--- config.mk ---
export PLATFORM = sky130hd
export DESIGN_NAME = rde_dir_ctrl
export DESIGN_NICKNAME = d
export VERILOG_FILES = /design/src/rtl/rde_pkg.sv /design/src/rtl/rde_dir_ctrl.sv
export SDC_FILE = /design/constraint.sdc
export NUM_CORES = 1
export LEC_CHECK = 0
export ABC_AREA = 1
export ABC_CLOCK_PERIOD_IN_PS = 2200
export BUFFER_PORTS_ARGS = -buffer_cell sky130_fd_sc_hd__buf_2
export CAP_MARGIN = 20
export CORE_UTILIZATION = 48
export DETAILED_ROUTE_END_ITERATION = 6
export GPL_TIMING_DRIVEN = 0
export PLACE_DENSITY_LB_ADDON = 0.2
export SKIP_LAST_GASP = 1
export SLEW_MARGIN = 20
export SYNTH_ARGS = -nofsm -noshare
export SYNTH_HDL_FRONTEND = slang
export SYNTH_SLANG_ARGS = --single-unit
--- constraint.sdc ---
create_clock -name clk_sys -period 2.2 [get_ports clk_sys]
set_input_delay 0.44 -clock clk_sys [delete_from_list [all_inputs] [get_ports clk_sys]]
set_output_delay 0.44 -clock clk_sys [all_outputs]
set_load 0.005 [all_outputs]
--- src/rtl/rde_pkg.sv ---
// shared constants for the line direction and enable control block
package rde_pkg;

    // register bus geometry
    localparam int RDE_ADDR_W = 4;
    localparam int RDE_DATA_W = 8;

    // register byte offsets
    localparam logic [3:0] RDE_CTRL_OFS = 4'h0;
    localparam logic [3:0] RDE_STAT_OFS = 4'h4;

    // control register field positions
    localparam int RDE_CTRL_TXM_LSB = 0;
    localparam int RDE_CTRL_RXM_LSB = 2;

    // status register field positions
    localparam int RDE_STAT_DRV_BIT = 0;
    localparam int RDE_STAT_RCV_BIT = 1;
    localparam int RDE_STAT_ACT_BIT = 2;

    // enable mode encoding, shared by transmitter and receiver selection
    typedef enum logic [1:0] {
        RDE_MODE_AUTO = 2'h0,
        RDE_MODE_RTS = 2'h1,
        RDE_MODE_P2P = 2'h2
    } rde_mode_t;

    // reset values: both selections start in automatic mode
    localparam logic [1:0] RDE_TXM_RST = 2'h0;
    localparam logic [1:0] RDE_RXM_RST = 2'h0;

    // automatic transmit sequencer states, gray coded
    typedef enum logic [0:0] {
        RDE_ST_IDLE = 1'b0,
        RDE_ST_SEND = 1'b1
    } rde_state_t;

endpackage

--- src/rtl/rde_dir_ctrl.sv ---
// Our own choices: the address-and-strobe port and the address map.
`timescale 1ns/10ps
`default_nettype none

module rde_dir_ctrl
    import rde_pkg::*;
(
    input wire logic clk_sys,
    input wire logic rst,
    // register port
    input wire logic [RDE_ADDR_W-1:0] reg_addr,
    input wire logic [RDE_DATA_W-1:0] reg_wdata,
    input wire logic reg_wr,
    input wire logic reg_rd,
    output logic [RDE_DATA_W-1:0] reg_rdata,
    // uart side, same clock
    input wire logic uart_txd,
    input wire logic uart_tx_empty,
    input wire logic uart_rts,
    input wire logic uart_dtr,
    output logic uart_rxd,
    output logic uart_cts,
    output logic uart_dsr,
    output logic uart_dcd,
    // line side pins
    input wire logic line_rxd,
    input wire logic line_cts,
    input wire logic line_dsr,
    input wire logic line_dcd,
    output logic line_txd,
    output logic line_tx_oe,
    output logic line_rx_en,
    output logic line_rts,
    output logic line_dtr
);

    // configuration registers
    logic [1:0] tx_mode_reg; // transmitter enable selection
    logic [1:0] rx_mode_reg; // receiver enable selection

    // sequencer
    rde_state_t state_reg;
    rde_state_t state_next;

    // line input synchronisers, bit 3 rxd, 2 cts, 1 dsr, 0 dcd
    logic [3:0] pin_in;
    logic [3:0] pin_s1_reg;
    logic [3:0] pin_s2_reg;

    // mode decode; an unused code falls back to automatic
    wire tx_is_p2p = (tx_mode_reg == RDE_MODE_P2P);
    wire tx_is_rts = (tx_mode_reg == RDE_MODE_RTS);
    wire tx_is_auto = !tx_is_p2p && !tx_is_rts;
    wire rx_is_p2p = (rx_mode_reg == RDE_MODE_P2P);
    wire rx_is_rts = (rx_mode_reg == RDE_MODE_RTS);
    wire rx_is_auto = !rx_is_p2p && !rx_is_rts;

    // register decode
    wire wr_ctrl = reg_wr && (reg_addr == RDE_CTRL_OFS);
    wire rd_ctrl = reg_rd && (reg_addr == RDE_CTRL_OFS);
    wire rd_stat = reg_rd && (reg_addr == RDE_STAT_OFS);

    // sequencer events
    wire start_bit = (state_reg == RDE_ST_IDLE) && !uart_txd;
    wire tx_done = (state_reg == RDE_ST_SEND) && uart_tx_empty && uart_txd;
    wire auto_active_next = (state_next == RDE_ST_SEND);

    // next values of the line side flops and of the read data flop
    logic drive_next;
    logic rcv_next;
    logic [RDE_DATA_W-1:0] rdata_next;

    assign pin_in = {line_rxd, line_cts, line_dsr, line_dcd};

    // two flops per pin; the first stage feeds only the second
    genvar gi;
    generate
        for (gi = 0; gi < 4; gi++) begin : g_sync
            always_ff @(posedge clk_sys) begin
                if (rst) begin
                    // idle line level is high for data and low for modem lines
                    pin_s1_reg[gi] <= (gi == 3) ? 1'b1 : 1'b0;
                    pin_s2_reg[gi] <= (gi == 3) ? 1'b1 : 1'b0;
                end else begin
                    pin_s1_reg[gi] <= pin_in[gi];
                    pin_s2_reg[gi] <= pin_s1_reg[gi];
                end
            end
        end
    endgenerate

    // control register write
    always_ff @(posedge clk_sys) begin
        if (rst) begin
            tx_mode_reg <= RDE_TXM_RST;
            rx_mode_reg <= RDE_RXM_RST;
        end else if (wr_ctrl) begin
            tx_mode_reg <= reg_wdata[RDE_CTRL_TXM_LSB +: 2];
            rx_mode_reg <= reg_wdata[RDE_CTRL_RXM_LSB +: 2];
        end
    end

    // automatic sequencer: start bit opens, empty uart closes
    always_comb begin
        state_next = state_reg;
        unique case (state_reg)
            RDE_ST_IDLE: begin
                if (start_bit) begin
                    state_next = RDE_ST_SEND;
                end
            end
            RDE_ST_SEND: begin
                // both holding and shift empty, stop bit back to mark
                if (tx_done) begin
                    state_next = RDE_ST_IDLE;
                end
            end
        endcase
    end

    // sequencer runs in every mode so a mode change lands cleanly
    always_ff @(posedge clk_sys) begin
        if (rst) begin
            state_reg <= RDE_ST_IDLE;
        end else begin
            state_reg <= state_next;
        end
    end

    // driver enable per selection
    always_comb begin
        if (tx_is_p2p) begin
            drive_next = 1'b1;
        end else if (tx_is_rts) begin
            drive_next = uart_rts;
        end else begin
            // released whenever idle so another node may talk
            drive_next = auto_active_next;
        end
    end

    // receiver enable per selection
    always_comb begin
        if (rx_is_p2p) begin
            rcv_next = 1'b1;
        end else if (rx_is_rts) begin
            // listening while not asking for the line
            rcv_next = !uart_rts;
        end else begin
            // deaf while our own frame is on the wire
            rcv_next = !auto_active_next;
        end
    end

    // read mux; unmapped offsets read as zero
    always_comb begin
        rdata_next = '0;
        if (rd_ctrl) begin
            rdata_next[RDE_CTRL_TXM_LSB +: 2] = tx_mode_reg;
            rdata_next[RDE_CTRL_RXM_LSB +: 2] = rx_mode_reg;
        end else if (rd_stat) begin
            rdata_next[RDE_STAT_DRV_BIT] = line_tx_oe;
            rdata_next[RDE_STAT_RCV_BIT] = line_rx_en;
            rdata_next[RDE_STAT_ACT_BIT] = (state_reg == RDE_ST_SEND);
        end
    end

    // output flops; data and enable move together so the start bit is not clipped
    always_ff @(posedge clk_sys) begin
        if (rst) begin
            line_txd <= 1'b1;
            line_tx_oe <= 1'b0;
            line_rx_en <= 1'b0;
            line_rts <= 1'b0;
            line_dtr <= 1'b0;
            uart_rxd <= 1'b1;
            uart_cts <= 1'b0;
            uart_dsr <= 1'b0;
            uart_dcd <= 1'b0;
            reg_rdata <= '0;
        end else begin
            line_txd <= uart_txd;
            line_tx_oe <= drive_next;
            line_rx_en <= rcv_next;
            // modem outputs only meaningful on a point to point link
            line_rts <= tx_is_p2p && uart_rts;
            line_dtr <= tx_is_p2p && uart_dtr;
            // disabled receiver looks like an idle mark line
            uart_rxd <= rcv_next ? pin_s2_reg[3] : 1'b1;
            uart_cts <= rx_is_p2p && pin_s2_reg[2];
            uart_dsr <= rx_is_p2p && pin_s2_reg[1];
            uart_dcd <= rx_is_p2p && pin_s2_reg[0];
            reg_rdata <= rdata_next;
        end
    end
endmodule

`default_nettype wire

# Word level (Yosys, flattened, before mapping)
# Index checks and enable logic that the tools add are counted.
# word_totals
wordCells	57
reg_bits	30
# classes
eq_ne	5
muxes	9
bitwise	3
n_reduce_logical	17
# op_table
op	count
logical AND 1 bit	11
two-way mux 1 bit	6
two-way mux 3 bit	2
== test 2 x 1 -> 1 bit (second input constant)	2
== test 2 bit (second input constant)	2
== test 4 x 3 -> 1 bit (second input constant)	1
zero test 4 bit	1
OR reduction 2 bit	2
zero test 1 bit	3
NOT 1 bit	3
one-hot mux 1 bit (2 select lines)	1

# Depth between registers and ports, before layout
# logic_depth
depth_word	9
mapped_depth	6
mapped_depth_nobuf	6

# Least setup slack after synthesis
# Ideal clock, no wire load.
# synth_path
path_type	in2reg
startpoint	in rst
endpoint	reg line_rx_en
setup_slack_ns	1.195
cell_stages	5
setup_time_ns	0.115
arrival_time_ns	0.890
cell_sequence	buf_2 -> inv_6 -> o21ai_1 -> inv_1 -> and2_1
# synth_lines
element	line_no	source
start, declared	rde_dir_ctrl.sv:9	input wire logic rst,
end signal, assigned	rde_dir_ctrl.sv:184	line_rx_en <= rcv_next;
end, declared	rde_dir_ctrl.sv:32	output logic line_rx_en,

# Final worst setup path
# layout_path
startpoint	reg line_tx_oe
endpoint	out line_tx_oe
# layout_lines
element	line_no	source
start, declared	rde_dir_ctrl.sv:31	output logic line_tx_oe,
start signal, assigned	rde_dir_ctrl.sv:183	line_tx_oe <= drive_next;
# No word-level cell between the ends.

==> flow_summary.json <==
{
  "status": "finished clean",
  "synth-edff-count": 0,
  "setup.worst_path.class": "flip-flop to output pin",
  "grt_pass1_vias": 653,
  "drt_first_iter_violations": 13,
  "crit_path_max_fanout": 2,
  "die_area_mm2": 0.00213,
  "fin_crit_sh_pct": 56.7,
  "io_pins": 41,
  "ys_warn_count": 0,
  "numCtsBuffers": 3,
  "cp_cell_sequence": "buf_2",
  "leakage_nw": 0.588,
  "netlist_area_um2": 936,
  "cts-root-buf": "clkbuf_4",
  "worst_path_largest_cell_delay_ns": 0.37,
  "cpLargestDelayFamily": "flip-flops",
  "grt_start_max_net_pins": 16,
  "dr.pass1.iters": 4,
  "wl_per_cell_um": 9.05,
  "crit_slowest_cell": "dfxtp_1",
  "die_width_um": 46.2,
  "cts_tree": "built",
  "io_buffers": 31,
  "clkSlewWorstSetupHoldPaths_ns": 0.14,
  "dpl.hpwl_um": 1220,
  "drv_slew": 0,
  "final-setup-viol-count": 0,
  "clock_path_buffers": 2,
  "maxCapViolations": 0,
  "fin_hold_ws_ns": 0.284,
  "crit_path_start_kind": "flip-flop",
  "switchingPower_uw": 185,
  "r2r-end": "line_rx_en",
  "post_cts_buffers": 0,
  "tns_ns": 0,
  "grt_usage_pct": 16.6,
  "min_path_cells": 2,
  "clock_latency_ns": 0.32,
  "crit_cells": 1,
  "nNetsFinal": 174,
  "ys_top_cells_by_count": "dfxtp_1 (26), nor2_1 (20), nand2_1 (17)",
  "worst_ep_required_time_ns": 1.76,
  "synth_area_leaders": "dfxtp_1 (56%), nor2_1 (8.0%), nand2_1 (6.8%), inv_1 (5.2%), nand4_1 (4.7%)",
  "core_mm2": 0.00178,
  "rsz0062_at_grt": "no",
  "drcViolationCount": 0,
  "dr_wl_met2_um": 818,
  "min_from": "line_rxd",
  "grt_overflow_total": 0,
  "yosysSeqAreaShare_pct": 55.6,
  "route.final.wire_length_um": 1570,
  "switching_share_pct": 20.9,
  "gp_congestion": 0.706,
  "synth_ff_type": "dfxtp_1",
  "detail-route-antenna-nets": 0,
  "synth_top_area_share_pct": 55.6,
  "critPathCaptureType": "output pin",
  "via_count": 786,
  "vdd_drop_max_mv": 0.623,
  "row_count": 15,
  "synth_cell_types": 19,
  "synth_top_area_cell": "dfxtp_1",
  "worstHoldPathType": "input pin to flip-flop",
  "die_h_um": 46.2,
  "cts_resized": 0,
  "comb_power_share_pct": 8.0,
  "clockPowerShare_pct": 36.8,
  "via_per_inst": 4.52,
  "finClkSkew_ns": 0.00796,
  "fmaxAchievable_mhz": 801,
  "met3_length_um": 104,
  "cp_num_buf_inv": 1,
  "crit_arrival_ns": 0.81,
  "power_density_mw_per_mm2": 748,
  "r2r_cells": 4,
  "rrSetupSlack_ns": 1.28,
  "synth_cells": 111,
  "r2r_start": "rx_mode_reg[0]",
  "antenna_cells": 0,
  "wl_met1_um": 617,
  "area_growth_pct": 26.7,
  "grt_pass1_wl_um": 2500,
  "seqPwrFrac_pct": 55.2,
  "drive_above_1_share_pct": 30.9,
  "synth-seq-cells": 26,
  "hold_viol": 0,
  "holdPathEnd": "pin_s1_reg[3]",
  "async_reset_ff_share_pct": 0,
  "clock_sinks": 26,
  "cts_max_level": 1,
  "internal_power_uw": 702,
  "synth.most_common_cell": "dfxtp_1",
  "layout_min_cycle_time_ns": 1.25,
  "start_util_pct": 52.5,
  "grt_antenna_before_repair": 0,
  "top_layer_used": "met4",
  "ctsHoldBuffers": 0,
  "syn_area_per_cell_um2": 8.43
}
[area by class of cell]
class	count	area, um^2
Timing Repair Buffer	31	155
Sequential cell	26	520
Inverter	15	61.3
Multi-Input combinational cell	67	325
Fill cell	171	597
Clock buffer	3	22.5
Clock inverter	1	30.0
Buffer	6	40.0
Tap cell	25	31.3
[through the flow]
stage | total power [mW] | util (%) | setup WS, ns | instances | area (um^2)
5_1_grt | 0.915 | 66.5 | 0.919 | 174 | 1190
3_5_place_dp | 0.572 | 63.6 | 1.01 | 170 | 1130
6_report | 0.887 | 66.5 | 0.952 | 174 | 1190
2_1_floorplan | 0.539 | - | 1.19 | 114 | 947
4_1_cts | 0.891 | 66.5 | 0.951 | 174 | 1190
3_3_place_gp | 0.569 | 63.6 | 1.02 | 170 | 1130
[power groups by stage]
stage          registers, mW  clock network (mW)  logic [mW]
6_report               0.490               0.326      0.0707
5_1_grt                0.491               0.343      0.0809
4_1_cts                0.490               0.330      0.0717
3_5_place_dp           0.500                   0      0.0712
3_3_place_gp           0.500                   0      0.0691
2_1_floorplan          0.500                   0      0.0396
[cell families (layout without fill, tap and decap cells)]
kind of cell | after synthesis | count (layout) | share of synthesized area, %
AND/OR/NAND/NOR | 56 | 56 | 29.4
other | 1 | 4 | 0.401
buffers and inverters | 21 | 56 | 10.8
flip-flops | 26 | 26 | 55.6
AO/OA/AOI/OAI | 7 | 7 | 3.74
[layer usage]
| layer | global-route usage (%) | up-vias |
|---|---|---|
| li1 | - | 411 |
| met1 | 18.5 | 342 |
| met2 | 29.3 | 28 |
| met3 | 4.71 | 5 |
| met4 | 7.06 | 0 |
| met5 | 0 | - |
[how the worst max path moves through the flow]
stage                start             end  slack (ns)
4_1_cts         line_tx_oe      line_tx_oe        0.95
2_1_floorplan          rst      line_rx_en        1.19
6_report        line_tx_oe      line_tx_oe        0.95
3_5_place_dp   reg_addr[1]  rx_mode_reg[0]        1.01
5_1_grt         line_tx_oe      line_tx_oe        0.92
3_3_place_gp   reg_addr[1]  rx_mode_reg[0]        1.02
[cell usage in the layout (no fill, tap or decap)]
master,count
dfxtp_1,26
bufinv_16,1
inv_6,1
nand2_1,17
nor2_4,2
buf_2,33
o21ai_1,2
nand3b_1,1
conb_1,4
nand3_4,1
nor3_1,2
or2_1,3
nand4_1,7
a21oi_1,5
nand3_1,2
nor2_1,20
inv_2,1
and2_1,1
inv_1,13
buf_4,4
clkbuf_4,3
Power figures use the tool's default switching activity.
